## config.mk

```make
export PLATFORM = sky130hd
export DESIGN_NAME = ibrk_ctrl
export DESIGN_NICKNAME = d
export VERILOG_FILES = /design/src/rtl/ibrk_pkg.sv /design/src/rtl/ibrk_match_if.sv /design/src/rtl/ibrk_ctrl.sv /design/src/rtl/ibrk_chan_match.sv
export SDC_FILE = /design/constraint.sdc
export NUM_CORES = 1
export LEC_CHECK = 0
export BUFFER_PORTS_ARGS = -buffer_cell sky130_fd_sc_hd__buf_2
export CORE_AREA = 2 2 124 126
export CTS_CLUSTER_SIZE = 10
export DETAILED_ROUTE_END_ITERATION = 16
export DIE_AREA = 0 0 126 128
export PLACE_DENSITY_LB_ADDON = 0.3
export SYNTH_ARGS = -nofsm -noshare
export SYNTH_HDL_FRONTEND = slang
export SYNTH_SLANG_ARGS = --single-unit
```

## constraint.sdc

```tcl
create_clock -name ref_clk -period 1.2 [get_ports ref_clk]
set_input_delay 0.18 -clock ref_clk [delete_from_list [all_inputs] [get_ports ref_clk]]
set_output_delay 0.18 -clock ref_clk [all_outputs]
set_load 0.02 [all_outputs]
```

## src/rtl/ibrk_pkg.sv

```systemverilog
// Package of constants and types for the instruction break controller
package ibrk_pkg;
    // ------------------------------------------------------------
    // Sizes
    // ------------------------------------------------------------
    localparam int IBRK_CHANNELS = 2;      // Number of break channels
    localparam int IBRK_AW = 32;           // Address width
    localparam int IBRK_DW = 32;           // Data width
    localparam int IBRK_PW = 4;            // Exception priority width
    // User break interrupt priority level
    localparam logic [IBRK_PW-1:0] IBRK_UB_PRIO = 4'hF;
    localparam logic [IBRK_AW-1:0] IBRK_ADDR_RST = 32'h00000000;
    localparam logic [IBRK_AW-1:0] IBRK_MASK_RST = 32'h00000000;
    localparam logic [IBRK_DW-1:0] IBRK_DATA_RST = 32'h00000000;
    localparam logic [IBRK_AW-1:0] IBRK_HALF = 32'h00000002; // Halfword step
    // ------------------------------------------------------------
    // Types
    // ------------------------------------------------------------
    typedef enum logic [0:0] {
        IBRK_BUS_CPU = 1'b0,   // Instruction-side processor bus
        IBRK_BUS_SYS = 1'b1    // Internal system bus
    } ibrk_bus_t;
    typedef enum logic [0:0] {
        IBRK_WHEN_PRE  = 1'b0, // Before execution
        IBRK_WHEN_POST = 1'b1  // After execution
    } ibrk_when_t;
    typedef enum logic [1:0] {
        IBRK_RW_ANY   = 2'h0,
        IBRK_RW_READ  = 2'h1,
        IBRK_RW_WRITE = 2'h2,
        IBRK_RW_NONE  = 2'h3
    } ibrk_rw_t;
    typedef enum logic [1:0] {
        IBRK_ST_IDLE = 2'b00,  // No break pending
        IBRK_ST_PEND = 2'b01,  // Post break waits for retire
        IBRK_ST_REQ  = 2'b10   // Request raised
    } ibrk_state_t;
    typedef struct packed {
        logic enable;
        ibrk_bus_t bus;
        ibrk_when_t when_sel;
        ibrk_rw_t rw;
        logic ifetch;          // Match instruction fetch only
        logic data_en;         // Compare data as well
        logic [IBRK_AW-1:0] addr;
        logic [IBRK_AW-1:0] mask; // 1 bits are ignored
        logic [IBRK_DW-1:0] data;
    } ibrk_cfg_t;
endpackage

```

## src/rtl/ibrk_match_if.sv

```systemverilog
// Interface carrying per-channel match results to the controller core
`timescale 1ns/1ps
`default_nettype none
interface ibrk_match_if;
    import ibrk_pkg::*;
    logic [IBRK_CHANNELS-1:0] pre_hit;   // Pre-execution match
    logic [IBRK_CHANNELS-1:0] post_hit;  // Post-execution match
    modport src (output pre_hit, output post_hit);
    modport dst (input pre_hit, input post_hit);
endinterface
`default_nettype wire

```

## src/rtl/ibrk_ctrl.sv

```systemverilog
// Instruction break controller: channels, flags and user break request
`timescale 1ns/1ps
`default_nettype none
module ibrk_ctrl (
    input wire logic ref_clk,
    input wire logic rst_n,
    input wire logic standby,
    input wire ibrk_pkg::ibrk_cfg_t cfg0,
    input wire ibrk_pkg::ibrk_cfg_t cfg1,
    input wire logic cpu_valid,
    input wire logic [ibrk_pkg::IBRK_AW-1:0] cpu_addr,
    input wire logic cpu_ifetch,
    input wire logic cpu_upper32,
    input wire logic cpu_delay_slot,
    input wire logic insn_retire,
    input wire logic insn_halted,
    input wire logic insn_divide,
    input wire logic exc_valid,
    input wire logic [ibrk_pkg::IBRK_PW-1:0] exc_prio,
    input wire logic sys_valid,
    input wire logic [ibrk_pkg::IBRK_AW-1:0] sys_addr,
    input wire logic [ibrk_pkg::IBRK_DW-1:0] sys_data,
    input wire logic sys_write,
    input wire logic [ibrk_pkg::IBRK_CHANNELS-1:0] flag_clr,
    input wire logic ub_ack,
    output logic [ibrk_pkg::IBRK_CHANNELS-1:0] match_flag,
    output logic ub_req
);
    import ibrk_pkg::*;

    // ------------------------------------------------------------
    // Channel comparators
    // ------------------------------------------------------------
    ibrk_match_if mif ();
    ibrk_cfg_t cfg [IBRK_CHANNELS];   // Per-channel configuration
    assign cfg[0] = cfg0;
    assign cfg[1] = cfg1;

    genvar gi;
    generate
        for (gi = 0; gi < IBRK_CHANNELS; gi++) begin : g_chan
            ibrk_chan_match u_match (
                .cfg(cfg[gi]),
                .cpu_valid(cpu_valid),
                .cpu_addr(cpu_addr),
                .cpu_ifetch(cpu_ifetch),
                .cpu_upper32(cpu_upper32),
                .sys_valid(sys_valid),
                .sys_addr(sys_addr),
                .sys_data(sys_data),
                .sys_write(sys_write),
                .pre_hit(mif.pre_hit[gi]),
                .post_hit(mif.post_hit[gi])
            );
        end
    endgenerate

    // ------------------------------------------------------------
    // Qualified events
    // ------------------------------------------------------------
    logic [IBRK_CHANNELS-1:0] post_pend_q; // Post hits awaiting retire
    logic [IBRK_CHANNELS-1:0] pre_ev;
    logic [IBRK_CHANNELS-1:0] post_ev;
    logic exc_wins;          // Exception at or above user break priority present
    logic any_ev;

    // A pre-break in a delay slot is suppressed so no request
    // lands in front of the branch target
    always_comb begin
        exc_wins = exc_valid && (exc_prio > IBRK_UB_PRIO - 4'h1);
        pre_ev = mif.pre_hit & {IBRK_CHANNELS{!cpu_delay_slot}};
        // Retire or halt both complete a post-break, so a halted
        // divide still breaks; the pending pre-break of the next
        // instruction is already captured by its own fetch match
        post_ev = post_pend_q & {IBRK_CHANNELS{insn_retire || insn_halted}};
        if (standby) begin
            pre_ev = '0;
            post_ev = '0;
        end
        any_ev = |(pre_ev | post_ev);
    end

    // ------------------------------------------------------------
    // Post-break pending capture
    // ------------------------------------------------------------
    // Channels are tracked independently, so mixed pre/post on one
    // address may leave both flags set; software avoids that case
    always_ff @(posedge ref_clk or negedge rst_n) begin
        if (!rst_n) begin
            post_pend_q <= '0;
        end else if (standby) begin
            post_pend_q <= '0;
        end else begin
            post_pend_q <= (post_pend_q & ~post_ev) | mif.post_hit;
        end
    end

    // ------------------------------------------------------------
    // Condition-match flags
    // ------------------------------------------------------------
    // Set wins over clear so a fresh event is never lost
    always_ff @(posedge ref_clk or negedge rst_n) begin
        if (!rst_n) begin
            match_flag <= '0;
        end else begin
            match_flag <= (match_flag & ~flag_clr) | pre_ev | post_ev;
        end
    end

    // ------------------------------------------------------------
    // Request state machine
    // ------------------------------------------------------------
    ibrk_state_t state_q;
    // Divide halt with a pending pre-break on the next insn still
    // raises: the pre event comes from the fetch, not completion
    always_ff @(posedge ref_clk or negedge rst_n) begin
        if (!rst_n) begin
            state_q <= IBRK_ST_IDLE;
        end else begin
            case (state_q)
                IBRK_ST_IDLE: begin
                    if (any_ev && !exc_wins) begin
                        state_q <= IBRK_ST_REQ;
                    end else if (|post_pend_q && insn_divide) begin
                        state_q <= IBRK_ST_PEND;
                    end
                end
                IBRK_ST_PEND: begin
                    if (standby) begin
                        state_q <= IBRK_ST_IDLE;
                    end else if (any_ev && !exc_wins) begin
                        state_q <= IBRK_ST_REQ;
                    end else if (!(|post_pend_q)) begin
                        state_q <= IBRK_ST_IDLE;
                    end
                end
                IBRK_ST_REQ: begin
                    if (ub_ack || standby) begin
                        state_q <= IBRK_ST_IDLE;
                    end
                end
                default: state_q <= IBRK_ST_IDLE;
            endcase
        end
    end

    // Request is a registered level until acknowledged or standby
    always_ff @(posedge ref_clk or negedge rst_n) begin
        if (!rst_n) begin
            ub_req <= 1'b0;
        end else begin
            ub_req <= (state_q == IBRK_ST_REQ) && !ub_ack && !standby
                || ((state_q != IBRK_ST_REQ) && any_ev && !exc_wins);
        end
    end
endmodule
`default_nettype wire

```

## src/rtl/ibrk_chan_match.sv

```systemverilog
// One break channel comparator over its selected bus
`timescale 1ns/1ps
`default_nettype none
module ibrk_chan_match
    import ibrk_pkg::*;
(
    input wire ibrk_pkg::ibrk_cfg_t cfg,
    input wire logic cpu_valid,
    input wire logic [IBRK_AW-1:0] cpu_addr,
    input wire logic cpu_ifetch,
    input wire logic cpu_upper32,
    input wire logic sys_valid,
    input wire logic [IBRK_AW-1:0] sys_addr,
    input wire logic [IBRK_DW-1:0] sys_data,
    input wire logic sys_write,
    output logic pre_hit,
    output logic post_hit
);
    // ------------------------------------------------------------
    // Comparison
    // ------------------------------------------------------------
    logic on_cpu;   // Selected bus is the processor bus
    logic hit;      // Raw condition match
    logic lower_half; // Address names low half of 32-bit insn
    logic rw_ok;
    always_comb begin
        // Only one bus per channel, never both
        on_cpu = (cfg.bus == IBRK_BUS_CPU);
        rw_ok = 1'b1;
        case (cfg.rw)
            IBRK_RW_READ: rw_ok = !sys_write;
            IBRK_RW_WRITE: rw_ok = sys_write;
            IBRK_RW_NONE: rw_ok = 1'b0;
            default: rw_ok = 1'b1;
        endcase
        if (on_cpu) begin
            hit = cpu_valid && (cfg.ifetch == cpu_ifetch)
                && (((cpu_addr ^ cfg.addr) & ~cfg.mask) == IBRK_ADDR_RST);
            // Fetch addr is upper half; config addr one half above
            lower_half = cpu_upper32 && !cpu_ifetch ? 1'b0 :
                (cpu_upper32
                 && (((cpu_addr + IBRK_HALF) ^ cfg.addr) & ~cfg.mask) == IBRK_ADDR_RST);
        end else begin
            hit = sys_valid && rw_ok
                && (((sys_addr ^ cfg.addr) & ~cfg.mask) == IBRK_ADDR_RST)
                && (!cfg.data_en || sys_data == cfg.data);
            lower_half = 1'b0;
        end
        if (!cfg.enable) begin
            hit = 1'b0;
            lower_half = 1'b0;
        end
        // Lower-halfword pre-break is treated as a post-break
        pre_hit = hit && on_cpu && (cfg.when_sel == IBRK_WHEN_PRE);
        post_hit = (hit && (cfg.when_sel == IBRK_WHEN_POST || !on_cpu))
            || (lower_half && cpu_valid && cfg.when_sel == IBRK_WHEN_PRE);
    end
endmodule
`default_nettype wire

```

==> key figures, run 1 <==
Global route
  • Largest net degree at the start of global routing: 10
  • Grt total ovfl: 0
  • Gr usage total: 35.35%
  • Initial antenna violation count: 7
  • First-pass GRT wire length: between 40,000 and 50,000 um
  • Vias in the first global route: between 7,000 and 8,000

Clock tree
  • Clk slew on worst S/H paths: 0.04 ns
  • CTS tree: yes
  • H-tree levels: 1
  • Total CTS buffers: 3
  • Max clock buf depth: 2
  • Worst-skew pair later-pin latency: around 0.23 ns
  • CTS root buf: clkbuf_16
  • Clock sink count: 7

Placement
  • Pre-CTS WS: -1.338 ns
  • Post-Place Cells: approximately 1,400
  • Area after DPL: approximately 8500 um2
  • PortBufs: between 300 and 400
  • Detailed placement HPWL: 27,110 um
  • Gpl congestion: roughly 1.1

Synthesis
  • Post-synthesis mux area share: between 1.5 and 2%
  • Post-synth top area share: between 30% and 40%
  • Syn Nets: between 900 and 1,000
  • Post-synthesis sequential area ratio: under 10%
  • Main synth FF type: dfrtp_1
  • Synth async-reset ratio: between 90% and 100%
  • Post-synth cell types: 59
  • Number of synthesized register bits: 7
  • Leading post-synthesis cells by cell area: xnor2_1, o22ai_1, xor2_1, nor4_1, dfrtp_1
  • Largest area contributor in the netlist: xnor2_1
  • Synth Area in Compound Gates: a little under a fifth
  • Adder-Cell Fraction of Synth Area: less than 1%
  • Cells after Synth: around 600
  • XOR/XNOR Fraction of Synth Area: about half
  • Top post-synthesis cells by count: xnor2_1, o22ai_1, xor2_1, nor2_1, nor4_1
  • Yosys Warn Count: 0
  • Largest family of logic cells by synthesized area: XOR/XNOR gates
  • Mapped Avg Cell Area: 7.278 um2
  • Count leader, synth: xnor2_1
  • Synthesized cell area: between 4000 and 5000 um2
  • Post-synth EDFFs: 0
  • Simple-gate share of the synthesized area: between 20% and 30%

STA
  • Max-slew headroom: between 60% and 70%
  • F_max: between 400 and 500 MHz
  • Post-route setup slack: -0.9276 ns
  • Period minus WS final: roughly 2.1 ns
  • Endpoints failing setup: 7
  • Slew Viols, Final: 0
  • Clk_skew: 0.0002763 ns
  • Tightest Pin Transition: ~0.49 ns
  • Final period utilization: 177.3%
  • RSZ-0062 raised after global routing: true
  • Final hold vios: 0

Worst setup path
  • CP Max Fanout: 2
  • Worst Setup End Kind: flop
  • Critical path launch point type: primary input
  • Setup CP Type: in -> reg
  • Crit path required time: between 1 and 1.5 ns
  • Worst EP arrival: around 2.3 ns

Layout
  • Area delta synth->final: 115.0%
  • Layout cells sized above 1: between 60% and 70%
  • Final Instance Area: about 9500 um2
  • Total Nets Final: 1,544
  • Final Util: between 60% and 70%
  • Final Non-Filler Cells: ~1,400

Die
  • Core ar.: 14,860 um2
  • Die Ht: between 100 and 150 um
  • Die ar.: about 16,000 um2
  • Boundary Pins: 325
  • DIE WIDTH: 126 um
  • Row count: 45
  • Initial Util: 29.67%

Hold path
  • Min-Delay Path Class: in -> reg

Drt
  • Top layer in use: met5
  • Iter 0 DRT Violations: between 500 and 600
  • Drt drc: 0
  • TritonRoute pass-1 iters: 5
  • Wirelength, routed: around 30,000 um
  • Vias per Instance: around 5.3
  • Metal2 WL: roughly 14,000 um
  • M1 wire length: ~11,000 um
  • Routed wl met3: 2877 um
  • WL/cell: around 21 um
  • Via Count: between 7,000 and 8,000
  • ANT nets after route: 0

Pwr
  • Power Total: approximately 4600 uW
  • VDD IR max: ~420 uV
  • Pwr per Cell Area: between 400 and 500 nW/um2
  • Lkg Pwr: around 0.0045 uW

Flow run
  • Reported max-cap violation count: 0

Status
  • Failing checks: setup timing
  • Outcome: finished with violations
critical path, cell delays in order:
cell and delay, ns:
buf_4 0.14, xnor2_1 0.13, buf_4 0.16, o22ai_1 0.09
nor4_1 0.36, buf_4 0.21, nand3_1 0.11, a2111oi_2 0.37
buf_4 0.17, nand2_1 0.06, a31o_2 0.25, o31ai_1 0.06
sequential cells by signal, indices dropped and copies added, names as in the netlist:
signal	count
ub_req	1
state_q	2
post_pend_q	2
match_flag	2
repair_timing:
item / CTS / global route
setup buffers: 1 / 6
gates resized for setup: 98 / 44
setup endpoints to repair: 7 / 7
hold buffers: 1 / 0
endpoints found under the hold margin: 7 / 0
pin swaps: 50 / 29
stage by stage:
step	hold WS [ns]	TNS [ns]
global placement	0.02468	-7.180
finish	0.1093	-4.699
floorplan	-0.1156	-3.051
global route	0.1089	-5.327
CTS	0.1069	-4.436
detailed placement	0.02716	-7.427
kinds of logic (layout without fill, tap and decap cells):
logic type | count (synthesis) | after routing
xor gates and xnor gates | 245 | 245
and+or+nand+nor | 193 | 193
AOI/OAI and AO/OA | 127 | 127
buffers and inverters | 25 | 639
muxes | 8 | 8
DFF | 7 | 7
adders and majority gates | 1 | 1
other | 0 | 5
final cells by class:
class | instances | area (um2)
fillers | 1367 | 5381
multi-input cells | 574 | 4942
well taps | 188 | 235.2
clock buffers | 4 | 78.83
diodes | 5 | 12.51
inverters | 12 | 45.04
repair buffers | 623 | 3994
flip-flops and latches | 7 | 175.2
path summary, 6_finish.rpt:
kind,startpoint,to,slack (ns),cells after the start
max,sys_addr[13],post_pend_q[0],-0.93,12
min,flag_clr[0],match_flag[0],0.11,2
max reg2reg,post_pend_q[0],ub_req,0.13,3
min reg2reg,state_q[1],state_q[0],0.48,1
max in group asynchronous,rst_n,post_pend_q[0],0.72,2
min in group asynchronous,rst_n,match_flag[0],0.32,2
cell usage in the layout, fill, tap and decap left out, drive strengths merged, types with 3 or more instances in the layout:
master and n:
xnor2 193, nor4 34, diode 5, nor3 14, and3 8, mux2i 7
a21oi 8, nand2b 3, nand4 23, clkbuf 4, dfrtp 7, or4 3
nor2b 4, nand2 27, buf 622, o21ai 15, xor2 52, nand3 16
nor3b 4, nor2 43, o22ai 74, inv 12
metal layers:
metal | global-route usage (%) | vias up
met5 | 0 | -
met4 | 16.35 | 2
met3 | 6.886 | 82
met2 | 63.38 | 469
met1 | 40.51 | 3409
li1 | - | 3472
report_power, final:
part	switching [uW]	internal [uW]
logic	1790	2000
registers	0.00471	237
clock network	135	443
total	1920	2680
Power figures use the tool's default switching activity.
==> run 2, diff against run 1 <==
==> constraint.sdc (replaced) <==
create_clock -name ref_clk -period 2.1 [get_ports ref_clk]
set_input_delay 0.315 -clock ref_clk [delete_from_list [all_inputs] [get_ports ref_clk]]
set_output_delay 0.315 -clock ref_clk [all_outputs]
set_load 0.1 [all_outputs]
==> run 2 against run 1 <==
Effect of this change: the flow still finishes with violations (setup timing); global-route usage is 0.083 points higher; hold slack better by 0.15 ns; core utilization is 5.2 points lower; register-to-register slack better by 0.87 ns; power is 48% lower; first-iteration DRC count is 11% higher; setup slack better by 0.74 ns; critical path depth is 2 lower; count of clock-buffer cells in the layout stayed put.
==> key figures, run 2 (same netlist as run 1, synthesis figures left out) <==
Worst setup path
  • Setup CP Type: in -> reg
  • Critical path, cell by cell: buf_8, ha_4, nand3_4, or4_4, a32oi_2, o221ai_2, a311o_1, nor4_2, nand4_1, o31ai_1
  • Critical path launch point type: primary input
  • Crit path required time: 2.23 ns (+0.89 ns)
  • Worst path slowest cell: or4_4
  • Worst EP arrival: 2.42 ns (+0.15 ns)
  • CP Max Fanout: 3 (+1)
  • Slowest stage delay, CP: 0.48 ns (+0.11 ns)
  • Worst Setup End Kind: flop

Pwr
  • Switching part of the total power: 42.67% (+0.86 points)
  • Lkg Pwr: 0.004035 uW (-10%)
  • VDD IR max: 192.4 uV (-54%)
  • Clock Power Share: 13.3% (+0.7 points)
  • Net Sw Power: 1029 uW (-46%)
  • Seq pwr share: 5.6% (+0.4 points)
  • Pwr per Cell Area: 277.1 nW/um2 (-43%)
  • Int Power: 1383 uW (-48%)
  • Logic gate share of total power: 81.1% (-1.2 points)

Drt
  • Via Count: 7,320 (-1.5%)
  • ANT nets after route: 0 (unchanged)
  • Vias per Instance: 5.328 (+1.3%)
  • TritonRoute pass-1 iters: 6 (+1)
  • Iter 0 DRT Violations: 641 (+11%)
  • Wirelength, routed: 30,190 um (+0.63%)
  • WL/cell: 21.98 um (+3.5%)
  • Drt drc: 0 (unchanged)

Placement
  • Pre-CTS WS: -0.5743 ns (+0.7637 ns)
  • Gpl congestion: 0.9976 (-9.4%)
  • PortBufs: 324 (unchanged)
  • Detailed placement HPWL: 27,460 um (+1.3%)
  • Post-Place Cells: 1,352 (-3.3%)

Layout
  • Area delta synth->final: 97.36%
  • Layout cells sized above 1: 55.13% (-5.4 points)
  • Area of the multi-input gates: 4562 um2 (-7.7%)
  • Commonest non-fill, non-tap cells in the layout: buf_2, buf_4, xnor2_1
  • Filler Cells Inserted: 1,486 (+8.7%)
  • Final Non-Filler Cells: 1,374 (-2.8%)
  • Biggest regs: match_flag: 2 flops, post_pend_q: 2 flops, state_q: 2 flops
  • Register area: 175.2 um2 (unchanged)
  • Most common cell after layout, fill and taps aside: buf_2
  • Total Nets Final: 1,503 (-2.7%)

Die
  • Die Ht: 128 um (unchanged)
  • Initial Util: 29.67% (unchanged)
  • Boundary Pins: 325 (unchanged)
  • Core ar.: 14,860 um2 (unchanged)
  • Row count: 45 (unchanged)
  • DIE WIDTH: 126 um (unchanged)
  • Die ar.: 16,130 um2 (unchanged)

Global route
  • Vias in the first global route: 7,306 (-3.8%)
  • First-pass GRT wire length: 42,940 um (+0.42%)
  • Largest net degree at the start of global routing: 10 (unchanged)
  • Initial antenna violation count: 7 (unchanged)
  • Gr usage total: 35.43% (+0.083 points)
  • Grt total ovfl: 0 (unchanged)

Flow run
  • Reported max-cap violation count: 0 (unchanged)

Clock tree
  • Total CTS buffers: 3 (unchanged)
  • Clock sink count: 7 (unchanged)
  • H-tree levels: 1 (unchanged)
  • Max clock buf depth: 2 (unchanged)
  • CTS root buf: clkbuf_16
  • Clk slew on worst S/H paths: 0.04 ns (about the same)
  • Worst-skew pair later-pin latency: 0.23 ns (about the same)
  • CTS tree: yes

STA
  • Period minus WS final: roughly 2.3 ns
  • Final hold vios: 0 (unchanged)
  • Post-route setup slack: -0.1901 ns (+0.7375 ns)
  • Tightest Pin Transition: 0.5652 ns (+0.07930 ns)
  • Slew Viols, Final: 0 (unchanged)
  • Endpoints failing setup: 2 (-5)
  • Clk_skew: 0.0003013 ns (+0.00002501 ns)
  • F_max: 436.7 MHz
  • Final period utilization: 109.1%
  • RSZ-0062 raised after global routing: true
  • Max-slew headroom: 61.92% (-5.5 points)

Status
  • Outcome: finished with violations
  • Failing checks: setup timing

Hold path
  • Min-Delay Path Class: in -> reg
-- run 2: changes by cell type in the layout (fill, tap and decap cells not counted), sizes merged --
cell / change
diode: +2
buf: -41
-- run 2: through the flow --
step                utilization (%)  total power [uW]  setup TNS, ns  hold slack (ns)  area (um2)
global placement              54.41              1946         -2.945           0.1623        8088
finish                        58.56              2412        -0.3541           0.2611        8705
floorplan                         -             828.2        -0.3474          0.01941        4456
detailed placement            54.41              1944         -2.934           0.1613        8088
global route                  58.56              2526        -0.4694           0.2690        8705
CTS                           55.85              2300        -0.3226           0.2611        8302
-- run 2: final cells by class --
cell class,count,share of cell area [%]
well taps,188,2.702
repair buffers,582,41.25
multi-input cells,574,52.41
flip-flops and latches,7,2.012
clock buffers,4,0.9056
inverters,12,0.5175
diodes,7,0.2012
-- run 2: metal layers --
metal | routed length [um] | up-vias | track usage, % | share of wire (%)
li1 | - | 3390 | - | -
met3 | 2744 | 72 | 4.591 | 9.1
met5 | 0 | - | 0 | 0
met2 | 14510 | 497 | 63.57 | 48
met1 | 11550 | 3361 | 42.70 | 38
met4 | 1386 | 0 | 14.48 | 4.6
-- run 2: path summary, 6_finish.rpt --
kind                                   to  slack (ns)  depth (start not counted)            from
setup / recovery           post_pend_q[0]       -0.19                         10     cpu_addr[1]
hold / removal              match_flag[0]        0.26                          2     flag_clr[0]
setup reg to reg               state_q[0]        1.00                          3  post_pend_q[1]
hold reg to reg                state_q[0]        0.48                          1      state_q[1]
max in group asynchronous      state_q[0]        1.48                          2           rst_n
min in group asynchronous   match_flag[0]        0.46                          2           rst_n
-- run 2: worst max-delay path, delay by kind of cell --
family	cells	cell delay [ns]
AOI/OAI and AO/OA	4	0.96
and+or+nand+nor	4	0.92
buffers and inverters	1	0.08
adders and majority gates	1	0.14
-- run 2: power by group through the flow --
stage / Combinational [uW] / Sequential (uW) / Clock (uW)
final: 1960 / 136 / 321
after floorplan: 691 / 137 / 0
after global routing: 2050 / 136 / 336
after global placement: 1810 / 137 / 0
after detailed placement: 1810 / 137 / 0
after CTS: 1840 / 136 / 324
-- run 2: what timing repair did --
| action | 4_1_cts | 5_1_grt |
|---|---|---|
| setup endpoints to repair | 6 | 6 |
| resized for setup | 24 | 51 |
| pin swaps | 9 | 28 |
| hold buffers | 1 | 0 |
| setup buffers | 1 | 9 |
| hold endpoints to repair | 7 | 0 |
==> run 3, diff against run 2 <==
--- a/config.mk
+++ b/config.mk
@@ -11,6 +11,7 @@
 export DETAILED_ROUTE_END_ITERATION = 16
 export DIE_AREA = 0 0 126 128
 export PLACE_DENSITY_LB_ADDON = 0.3
+export RECOVER_POWER = 25
 export SYNTH_ARGS = -nofsm -noshare
 export SYNTH_HDL_FRONTEND = slang
 export SYNTH_SLANG_ARGS = --single-unit
==> run 3 against run 2 <==
Effect of this change: the flow still finishes with violations (setup timing); maximum frequency up 0.43%; sequential share of layout area about the same; clock skew barely moved; die area unchanged; combinational power is essentially flat; clock power hardly changed; count of clock-buffer cells in the layout unchanged; critical path depth unchanged; power hardly changed; cell count unchanged; register-to-register slack is essentially flat; highest routed layer unchanged.
==> key figures, run 3 (same netlist as run 1, synthesis figures left out) <==
Status
  • Outcome: finished with violations
  • Failing checks: setup timing

Clock tree
  • CTS tree: yes
  • Clk slew on worst S/H paths: 0.04 ns (about the same)
  • H-tree levels: 1 (unchanged)
  • Max clock buf depth: 2 (unchanged)
  • Worst-skew pair later-pin latency: 0.23 ns (about the same)
  • CTS root buf: clkbuf_16
  • Total CTS buffers: 3 (unchanged)
  • Clock sink count: 7 (unchanged)

Worst setup path
  • Critical path, cell by cell: buf_8, ha_4, nand3_4, or4_4, a32oi_2, o221ai_2, a311o_1, nor4_2, nand4_1, o31ai_1
  • Worst Setup End Kind: flop
  • Setup crit start: cpu_addr[1]
  • CP Max Fanout: 3 (unchanged)
  • Worst EP arrival: 2.41 ns (about the same)
  • Setup CP Type: in -> reg
  • Slowest stage delay, CP: 0.48 ns (about the same)
  • Reg2reg start: post_pend_q[1]
  • Worst path slowest cell: or4_4
  • Critical path launch point type: primary input
  • Crit path required time: 2.23 ns (about the same)

Placement
  • Area after DPL: 8088 um2 (unchanged)
  • Detailed placement HPWL: 27,460 um (unchanged)
  • Post-Place Cells: 1,352 (unchanged)
  • Gpl congestion: 0.9976 (unchanged)
  • PortBufs: 324 (unchanged)

Flow run
  • Reported max-cap violation count: 0 (unchanged)

Layout
  • Commonest non-fill, non-tap cells in the layout: buf_2, buf_4, xnor2_1
  • Final Util: 58.55% (about the same)
  • Layout cells sized above 1: 55.05% (-0.085 points)
  • Area delta synth->final: 97.33% (about the same)
  • Final Non-Filler Cells: 1,374 (unchanged)
  • Filler Cells Inserted: 1,487 (+0.067%)
  • Total Nets Final: 1,503 (unchanged)
  • Most common cell after layout, fill and taps aside: buf_2
  • Biggest regs: match_flag: 2 flops, post_pend_q: 2 flops, state_q: 2 flops
  • Final Instance Area: 8703 um2 (about the same)

Die
  • Die ar.: 16,130 um2 (unchanged)
  • Core ar.: 14,860 um2 (unchanged)
  • DIE WIDTH: 126 um (unchanged)
  • Boundary Pins: 325 (unchanged)
  • Die Ht: 128 um (unchanged)
  • Row count: 45 (unchanged)
  • Initial Util: 29.67% (unchanged)

Global route
  • Gr usage total: 35.43% (unchanged)
  • Largest net degree at the start of global routing: 10 (unchanged)
  • Initial antenna violation count: 7 (unchanged)
  • Vias in the first global route: 7,306 (unchanged)
  • First-pass GRT wire length: 42,940 um (unchanged)
  • Grt total ovfl: 0 (unchanged)

Pwr
  • VDD IR max: 192.2 uV (-0.11%)
  • Lkg Pwr: 0.004033 uW (about the same)
  • Pwr per Cell Area: 277.4 nW/um2 (about the same)

STA
  • Endpoints failing setup: 2 (unchanged)
  • F_max: 438.5 MHz (+0.43%)
  • RSZ-0062 raised after global routing: true
  • Period minus WS final: 2.280 ns (-0.009752 ns)
  • Final hold slack: 0.2602 ns (-0.0008340 ns)
  • Slew Viols, Final: 0 (unchanged)
  • Post-route setup slack: -0.1803 ns (+0.009752 ns)
  • Tightest Pin Transition: 0.5586 ns (-0.006588 ns)
  • Max-slew headroom: 62.37% (+0.44 points)
  • Clk_skew: 0.0002973 ns (-0.000003969 ns)
  • Final period utilization: 108.6% (-0.46 points)
  • Final hold vios: 0 (unchanged)

Drt
  • ANT nets after route: 0 (unchanged)
  • TritonRoute pass-1 iters: 6 (unchanged)
  • Via Count: 7,337 (+0.23%)
  • Wirelength, routed: 30,190 um (about the same)
  • Drt drc: 0 (unchanged)
  • WL/cell: 21.97 um (about the same)
  • Vias per Instance: 5.340 (+0.23%)
  • Iter 0 DRT Violations: 683 (+6.6%)

Hold path
  • Min-Delay Startpoint: flag_clr[0]
  • Min-Delay Path Class: in -> reg
## run 3: cell count changes in the layout (fill, tap and decap cells not counted)
cell,previous run,this run
buf_2,321,320
clkbuf_1,1,2
## run 3: path summary, 6_finish.rpt
kind | to | slack, ns | cells past startpoint
worst max-delay path | post_pend_q[0] | -0.18 | 10
worst min-delay path | match_flag[0] | 0.26 | 2
max in group asynchronous | state_q[0] | 1.28 | 2
worst min register to register | state_q[0] | 0.46 | 1
worst max register to register | state_q[0] | 1.00 | 3
min in group asynchronous | match_flag[0] | 0.54 | 2
## run 3: cell type report
cell class	instances	area, um2	share of cell area (%)
Antenna cell	7	17.52	0.2013
Sequential cell	7	175.2	2.013
Inverter	12	45.04	0.5175
Clock buffer	4	78.83	0.9057
Tap cell	188	235.2	2.703
Multi-Input combinational cell	574	4562	52.42
Timing Repair Buffer	582	3590	41.24
## run 3: what timing repair did
action,in CTS,in global routing
endpoints found under the setup margin,6,6
hold buffers,1,0
hold endpoints to repair,7,0
gates resized for setup,24,51
pin swaps,9,28
setup buffers,1,9
## run 3: stage by stage
| stage | power, uW | TNS, ns | setup WS, ns |
|---|---|---|---|
| detailed placement | 1944 | -2.934 | -0.5743 |
| finish | 2414 | -0.3237 | -0.1803 |
| floorplan | 828.2 | -0.3474 | -0.1904 |
| global route | 2525 | -0.4694 | -0.2645 |
| global placement | 1946 | -2.945 | -0.6501 |
| CTS | 2300 | -0.3226 | -0.1779 |
## run 3: worst max-delay path: cells and delay by family
family	cells	cell delay (ns)
AND/OR/NAND/NOR	4	0.91
buffers and inverters	1	0.08
AO/OA/AOI/OAI	4	0.97
adder cells (fa/ha/maj)	1	0.14
## run 3: report_power, final
group | leakage, uW | total, uW | internal (uW) | switching [uW]
logic | 0.00390 | 1960 | 995 | 963
clock network | 0.0000382 | 320 | 252 | 68.2
registers | 0.0000979 | 136 | 136 | 0.00253
## run 3: layer usage
metal / GRT usage [%] / routed length (um) / vias up
met5: 0 / 0 / -
li1: - / - / 3390
met3: 4.591 / 2830 / 75
met1: 42.70 / 11460 / 3367
met2: 63.57 / 14480 / 505
met4: 14.48 / 1421 / 0
